`src/core/dpsc_defs.vh`:
```
// constants of the dual pot serial control block
`ifndef DPSC_DEFS_VH
`define DPSC_DEFS_VH
`define DPSC_WORD_BITS   5'd24
`define DPSC_CMD_MSB     23
`define DPSC_CMD_LSB     20
`define DPSC_SLOT_MSB    19
`define DPSC_SLOT_LSB    18
`define DPSC_CHAN_MSB    17
`define DPSC_CHAN_LSB    16
`define DPSC_MODE_BIT    8
`define DPSC_TAP_MSB     7
`define DPSC_CMD_NOP     4'h0
`define DPSC_CMD_RD_TAP  4'hc
`define DPSC_CMD_WR_TAP  4'h4
`define DPSC_CMD_RD_NV   4'ha
`define DPSC_CMD_PRG_NV  4'h2
`define DPSC_CMD_LD_TAP  4'h1
`define DPSC_CMD_SV_TAP  4'h3
`define DPSC_NV_RESET    9'h080
`define DPSC_BUSY_CYC    8'd64
`endif

```
`src/core/dpsc_slot_mem.v`:
```
// nonvolatile slot store, eight 9-bit words with registered read
`timescale 1ns/1ps
module dpsc_slot_mem (
	input  wire       clk,
	input  wire       resetn,
	input  wire       wr_en,
	input  wire [2:0] wr_addr,
	input  wire [8:0] wr_data,
	input  wire [2:0] rd_addr,
	output reg  [8:0] rd_data
);
`include "dpsc_defs.vh"
	reg [8:0] mem [0:7];
	integer   i;
	always @(posedge clk or negedge resetn) begin
		if (!resetn) begin
			for (i = 0; i < 8; i = i + 1)
				mem[i] <= `DPSC_NV_RESET;
			rd_data <= `DPSC_NV_RESET;
		end else begin
			if (wr_en)
				mem[wr_addr] <= wr_data;
			rd_data <= mem[rd_addr];
		end
	end
endmodule // dpsc_slot_mem

```
`src/core/dpsc_top.v`:
```
// serial control of a dual 256-tap nonvolatile potentiometer
// Behaviour
// - sample input bits on serial clock rise
// - chip select high releases data output
// - select low active; busy cycle finishes
// - ignore everything until first select fall
// - data output open drain, shifts read data
// - first bit at select fall, then clock fall
// - data output passes stream down chain
// - open-drain ready low flags slow commands
// - write protect low blocks all stores
// - four 9-bit nonvolatile slots per channel
// - power-up copies slot 0 to tap
// - tap register holds 8-bit position
// - buffer mode bit: 0 off, 1 on
// - buffer mode kept per channel
// - buffer mode set via program then load
// - direct tap write keeps buffer mode
// - tap set by write or slot load
// - 24-bit command word, msb first
// - channel code 00 or 01, others ignored
// - select rise ends and executes command
// - previous 24 bits shift out during next
`timescale 1ns/1ps
module dpsc_top (
	input  wire       clk,
	input  wire       resetn,
	input  wire       sclk,
	input  wire       cs_n,
	input  wire       sdi,
	input  wire       wp_n,
	output reg        sdo_out,
	output reg        sdo_oe,
	output reg        ready_n_out,
	output reg        ready_n_oe,
	output reg  [7:0] wiper_out_first,
	output reg  [7:0] wiper_out_second,
	output reg        buf_on_first,
	output reg        buf_on_second
);
`include "dpsc_defs.vh"
	localparam ST_BOOT0 = 3'd0;
	localparam ST_BOOT1 = 3'd1;
	localparam ST_BOOT2 = 3'd2;
	localparam ST_IDLE  = 3'd3;
	localparam ST_EXEC  = 3'd4;
	localparam ST_BUSY  = 3'd5;
	localparam ST_BOOT3 = 3'd6;

	// pins cross from the master's domain
	reg  [1:0] sclk_s;
	reg  [1:0] cs_s;
	reg  [1:0] sdi_s;
	reg  [1:0] wp_s;
	reg        sclk_d;
	reg        cs_d;
	reg        armed;
	reg  [23:0] shreg;
	reg  [23:0] cmd;
	reg  [2:0] state;
	reg  [7:0] busy_cnt;
	reg  [7:0] tap0;
	reg  [7:0] tap1;
	reg        mode0;
	reg        mode1;
	reg        slow;
	reg        pend_rd;
	reg  [8:0] rd_word;
	reg        mem_we;
	reg  [2:0] mem_waddr;
	reg  [8:0] mem_wdata;
	reg  [2:0] mem_raddr;
	wire [8:0] mem_rdata;
	wire       sclk_rise = sclk_s[1] & ~sclk_d;
	wire       sclk_fall = ~sclk_s[1] & sclk_d;
	wire       cs_fall   = ~cs_s[1] & cs_d;
	wire       cs_rise   = cs_s[1] & ~cs_d;
	wire [3:0] op        = cmd[`DPSC_CMD_MSB:`DPSC_CMD_LSB];
	wire [1:0] slot      = cmd[`DPSC_SLOT_MSB:`DPSC_SLOT_LSB];
	wire [1:0] chan      = cmd[`DPSC_CHAN_MSB:`DPSC_CHAN_LSB];
	wire       chan_ok   = ~chan[1];
	wire [7:0] cur_tap   = chan[0] ? tap1 : tap0;
	wire       cur_mode  = chan[0] ? mode1 : mode0;

	dpsc_slot_mem u_mem (
		.clk     (clk),
		.resetn  (resetn),
		.wr_en   (mem_we),
		.wr_addr (mem_waddr),
		.wr_data (mem_wdata),
		.rd_addr (mem_raddr),
		.rd_data (mem_rdata)
	);

	always @(posedge clk or negedge resetn) begin
		if (!resetn) begin
			sclk_s <= 2'b00;
			cs_s   <= 2'b11;
			sdi_s  <= 2'b00;
			wp_s   <= 2'b11;
			sclk_d <= 1'b0;
			cs_d   <= 1'b1;
		end else begin
			sclk_s <= {sclk_s[0], sclk};
			cs_s   <= {cs_s[0], cs_n};
			sdi_s  <= {sdi_s[0], sdi};
			wp_s   <= {wp_s[0], wp_n};
			sclk_d <= sclk_s[1];
			cs_d   <= cs_s[1];
		end
	end

	// serial shifter; stream passes down the chain
	always @(posedge clk or negedge resetn) begin
		if (!resetn) begin
			armed   <= 1'b0;
			shreg   <= 24'h00_0000;
			sdo_out <= 1'b1;
			sdo_oe  <= 1'b0;
		end else begin
			if (cs_fall)
				armed <= 1'b1;
			if (cs_s[1]) begin
				sdo_oe  <= 1'b0;
				sdo_out <= 1'b1;
			end else if (cs_fall) begin
				// open drain: drive only a low
				sdo_oe  <= ~shreg[23];
				sdo_out <= 1'b0;
			end else if (sclk_fall) begin
				sdo_oe  <= ~shreg[23];
				sdo_out <= 1'b0;
			end
			if (pend_rd && state == ST_IDLE && cs_s[1])
				shreg <= {shreg[23:9], rd_word};
			else if (!cs_s[1] && sclk_rise && (armed || cs_fall))
				shreg <= {shreg[22:0], sdi_s[1]};
		end
	end

	// command engine
	always @(posedge clk or negedge resetn) begin
		if (!resetn) begin
			state       <= ST_BOOT0;
			cmd         <= 24'h00_0000;
			busy_cnt    <= 8'h00;
			tap0        <= 8'h00;
			tap1        <= 8'h00;
			mode0       <= 1'b0;
			mode1       <= 1'b0;
			slow        <= 1'b0;
			pend_rd     <= 1'b0;
			rd_word     <= 9'h000;
			mem_we      <= 1'b0;
			mem_waddr   <= 3'd0;
			mem_wdata   <= 9'h000;
			mem_raddr   <= 3'd0;
			ready_n_out <= 1'b0;
			ready_n_oe  <= 1'b1;
			wiper_out_first  <= 8'h00;
			wiper_out_second <= 8'h00;
			buf_on_first     <= 1'b0;
			buf_on_second    <= 1'b0;
		end else begin
			mem_we <= 1'b0;
			wiper_out_first  <= tap0;
			wiper_out_second <= tap1;
			buf_on_first     <= mode0;
			buf_on_second    <= mode1;
			case (state)
			ST_BOOT0: begin
				mem_raddr <= 3'd0;
				state     <= ST_BOOT1;
			end
			ST_BOOT1: begin
				mem_raddr <= 3'd4;
				tap0      <= mem_rdata[`DPSC_TAP_MSB:0];
				mode0     <= mem_rdata[`DPSC_MODE_BIT];
				state     <= ST_BOOT2;
			end
			// registered read: slot 4 data shows two edges after its address
			ST_BOOT2: begin
				state <= ST_BOOT3;
			end
			ST_BOOT3: begin
				tap1       <= mem_rdata[`DPSC_TAP_MSB:0];
				mode1      <= mem_rdata[`DPSC_MODE_BIT];
				ready_n_oe <= 1'b0;
				state      <= ST_IDLE;
			end
			ST_IDLE: begin
				if (pend_rd && cs_s[1])
					pend_rd <= 1'b0;
				if (cs_rise && armed) begin
					cmd   <= shreg;
					state <= ST_EXEC;
				end
			end
			ST_EXEC: begin
				// slot index = channel:slot for per channel storage
				mem_raddr <= {chan[0], slot};
				slow      <= 1'b0;
				busy_cnt  <= `DPSC_BUSY_CYC;
				state     <= ST_IDLE;
				if (chan_ok) begin
					case (op)
					`DPSC_CMD_WR_TAP: begin
						// mode bit ignored on direct write
						if (wp_s[1]) begin
							if (chan[0])
								tap1 <= cmd[`DPSC_TAP_MSB:0];
							else
								tap0 <= cmd[`DPSC_TAP_MSB:0];
						end
					end
					`DPSC_CMD_RD_TAP: begin
						rd_word <= {cur_mode, cur_tap};
						pend_rd <= 1'b1;
						state   <= ST_BUSY;
					end
					`DPSC_CMD_RD_NV, `DPSC_CMD_LD_TAP: begin
						slow  <= 1'b1;
						state <= ST_BUSY;
					end
					`DPSC_CMD_PRG_NV: begin
						mem_we    <= wp_s[1];
						mem_waddr <= {chan[0], slot};
						mem_wdata <= cmd[`DPSC_MODE_BIT:0];
						state     <= ST_BUSY;
					end
					`DPSC_CMD_SV_TAP: begin
						mem_we    <= wp_s[1];
						mem_waddr <= {chan[0], slot};
						mem_wdata <= {cur_mode, cur_tap};
						state     <= ST_BUSY;
					end
					default: state <= ST_IDLE;
					endcase
				end
				if (chan_ok && (op == `DPSC_CMD_RD_TAP || op == `DPSC_CMD_RD_NV ||
				    op == `DPSC_CMD_PRG_NV || op == `DPSC_CMD_LD_TAP ||
				    op == `DPSC_CMD_SV_TAP)) begin
					ready_n_oe  <= 1'b1;
					ready_n_out <= 1'b0;
				end
			end
			ST_BUSY: begin
				// internal cycle runs on regardless of select
				busy_cnt <= busy_cnt - 8'd1;
				if (busy_cnt == `DPSC_BUSY_CYC - 8'd2 && slow) begin
					if (op == `DPSC_CMD_RD_NV) begin
						rd_word <= mem_rdata;
						pend_rd <= 1'b1;
					end else if (wp_s[1]) begin
						// load copies mode bit too
						if (chan[0]) begin
							tap1  <= mem_rdata[`DPSC_TAP_MSB:0];
							mode1 <= mem_rdata[`DPSC_MODE_BIT];
						end else begin
							tap0  <= mem_rdata[`DPSC_TAP_MSB:0];
							mode0 <= mem_rdata[`DPSC_MODE_BIT];
						end
					end
				end
				if (busy_cnt == 8'd1) begin
					ready_n_oe <= 1'b0;
					state      <= ST_IDLE;
				end
			end
			default: state <= ST_IDLE;
			endcase
		end
	end
endmodule // dpsc_top

```
`config.mk`:
```
export PLATFORM = sky130hd
export DESIGN_NAME = dpsc_top
export DESIGN_NICKNAME = d
export VERILOG_FILES = /design/src/core/dpsc_slot_mem.v /design/src/core/dpsc_top.v
export VERILOG_INCLUDE_DIRS = /design/src /design/src/core
export SDC_FILE = /design/constraint.sdc
export NUM_CORES = 1
export LEC_CHECK = 0
export ABC_AREA = 1
export BUFFER_PORTS_ARGS = -buffer_cell sky130_fd_sc_hd__buf_2
export CAP_MARGIN = 20
export CELL_PAD_IN_SITES_DETAIL_PLACEMENT = 2
export CELL_PAD_IN_SITES_GLOBAL_PLACEMENT = 2
export CORE_MARGIN = 2
export CORE_UTILIZATION = 35
export CTS_CLUSTER_SIZE = 16
export DETAILED_ROUTE_END_ITERATION = 8
export PLACE_DENSITY = 0.77
export SETUP_SLACK_MARGIN = 0.2
export SYNTH_ARGS = -nofsm -noshare
export SYNTH_HDL_FRONTEND = slang
export SYNTH_SLANG_ARGS = --single-unit
```
`constraint.sdc`:
```
create_clock -name clk -period 2.3 [get_ports clk]
set_clock_uncertainty 0.1 [all_clocks]
set_input_delay 0.345 -clock clk [delete_from_list [all_inputs] [get_ports clk]]
set_output_delay 0.345 -clock clk [all_outputs]
set_load 0.02 [all_outputs]
```
==> run summary <==
Status - complete, no violations
CP Class - flop to flop
Sinks on Clock Net - 210
DR iter-0 viols - 383
Core area - 25200 um^2
Post-synth EDFFs - 0
# Max-Cap Violations - 0
Cell variety after synth - 39
Tmin final - 1.94 ns
Most common cell after layout, fill and taps aside - nand2_1
Chip height - 164 um
Synth-to-Final Area Change - 16.7%
Startpoint Class - flop
Antenna-violating nets left - 0
First-pass GRT wire length - 44000 um
Ys async rst share - 1.00
Number of diodes - 0
Post-DR vias/cell - 5.09
Number of iterations in the first detailed-routing pass - 4
Critical Path Fanout Max - 9
Post-synthesis xor/xnor area fraction - 0.000978
Post-synthesis sequential area ratio - 0.589
Critical path capture point type - flop
Final setup TNS - 0 ns
Final setup viols - 0
DR DRC count - 0
Number of nets in the layout - 1073
Final HPWL DP - 18600 um
Skew-Pair Late Insertion Delay - 0.52 ns
Largest net degree at the start of global routing - 55
Syn Area/Cell - 8.80 um^2
Max_slew headroom - 0.552
All-Layer GR Usage - 0.209
Main synth FF type - dfrtp_1
Most frequent cells in the layout - nand2_1, dfrtp_1, o21ai_0
Pwr per Cell Area - 1120 nW/um^2
Grt ovf - 0
WL/cell - 19.1 um
Initial antenna violation count - 0
Vias - 7176
Post-CTS setup repair buffer count - 0
Syn Inst Count - 1018
Mux cell area share after synthesis - 0.00754
Mapped Area - 8960 um^2
# IOs - 28
CTS H-Tree Depth - 1
Final Slew Violations - 0
Post-Synth Simple-Gate Area - 0.207
Rows - 58
# port buffers - 26
Total power - 11.7 mW
Fmax - 517 MHz
Number of buffers created by CTS - 25
Period utilization - 0.842
Synthesized-area fraction occupied by adder cells - 0.00419
DIE AREA - 26900 um^2
Clk root buf - clkbuf_16
RSZ-0062 raised after global routing - no
Vias in the first global route - 7803
Slew @ Worst Pin - 0.670 ns
Hold Worst Slack - 0.209 ns
Longest Clk Path Bufs - 3
Pleak - 4.98 nW
Layout cell share with drive strength beyond 1 - 0.119
Flops & latches, synth - 210
CTS tree - built
CTS clk-pin slew, worst paths - 0.06 ns
GPL Wtd Cong - 0.774
Fin. Hold Viols - 0
Synthesized net count - 1027
Hold WC Path Type - input pin to async pin
WP data required - 2.58 ns
Maximum vdd drop - 0.000546 V
Ys Warns - 0
Initial Util - 0.356
Crit path arrival time - 2.21 ns
Compound-Gate Fraction of Synth Area - 0.137
Detailed Route WL - 26900 um
Main combinational cell family by area after synthesis - simple AND/OR/NAND/NOR gates
Chip Width - 164 um
-- what timing repair did --
action                                 4_1_cts  5_1_grt
setup endpoints to repair                    0       19
resized for setup                            0        5
hold buffers                                 5        0
endpoints found under the hold margin       89        0
-- metrics by stage --
step	cell area, um^2	utilization	instances	setup slack [ns]
floorplan	8960	-	1018	0.681
global placement	9590	0.381	1362	0.313
detailed placement	9590	0.381	1362	0.270
CTS	10400	0.414	1410	0.223
global route	10500	0.415	1410	0.232
finish	10500	0.415	1410	0.364
-- path summary, 6_finish.rpt --
check / start / to / slack [ns] / cells after the start
max: state[0] / shreg[5] / 0.36 / 5
max in group asynchronous: resetn / cs_s[0] / 1.19 / 3
min reg2reg: sclk_s[0] / sclk_s[1] / 0.25 / 0
min in group clk: sclk_s[0] / sclk_s[1] / 0.25 / 0
min: resetn / busy_cnt[5] / 0.21 / 2
max reg2reg: state[0] / shreg[5] / 0.36 / 5
-- Yosys cell counts (all sizes together), types with 3 or more instances --
| master | instances | share of area |
|---|---|---|
| nor2 | 77 | 0.036 |
| o21ai | 165 | 0.092 |
| dfrtp | 194 | 0.54 |
| a21oi | 21 | 0.012 |
| o22ai | 21 | 0.015 |
| nand2 | 312 | 0.13 |
| a31oi | 3 | 0.0021 |
| clkbuf | 28 | 0.012 |
| nand3 | 37 | 0.023 |
| o221ai | 8 | 0.0078 |
| nand4 | 13 | 0.0098 |
| buf | 9 | 0.0059 |
| o21bai | 9 | 0.0075 |
| inv | 81 | 0.034 |
| dfstp | 16 | 0.047 |
| nor3 | 4 | 0.0041 |
| ha | 3 | 0.0042 |
| clkinv | 4 | 0.0017 |
| mux2 | 6 | 0.0075 |
-- metal layers --
layer  part of all wire  routed length [um]  GRT usage  vias to the layer above
met5                  0                   0          0                        -
met4              0.030                 814     0.0634                        0
met3              0.025                 679     0.0230                       41
met2               0.48               13000      0.353                       83
met1               0.46               12400      0.285                     3640
li1                   -                   -          -                     3412
-- cells by family (layout without fill, tap and decap cells) --
logic type,Yosys count,count (layout)
AO/OA/AOI/OAI,228,228
multiplexers,6,6
adder cells (fa/ha/maj),3,3
XOR/XNOR,1,1
flip-flops,210,210
AND/OR/NAND/NOR,447,447
other,1,1
buffers and inverters,122,184
-- sequential cells by signal, summed over array words and instances, names as in the netlist, 9 cells and up --
register and cells:
mem_wdata 9, cmd 17, rd_word 9, u_mem.mem 72, u_mem.rd_data 9, shreg 24
-- report_power, final --
group          internal (mW)  leakage (nW)  switching (mW)  total [mW]
registers               4.35          2.81           0.533        4.88
clock network           2.30         0.384            1.51        3.81
logic                  0.887          1.79            2.07        2.96
-- worst max-delay path: stages, from the launching register on --
cell	delay, ns
dfrtp_1	0.51
nand2_1	0.16
nor2_2	0.29
nand3_1	0.21
nand2_1	0.33
o221ai_1	0.18
-- cell type report --
class	count	area (um^2)
clock buffer	40	742
clock inverter	3	43.8
fill	2799	14700
inverter	85	319
multi-input combinational	686	3230
sequential	210	5280
tap	330	413
timing repair buffer	56	428
No activity file was read; power rests on OpenSTA's default activity.
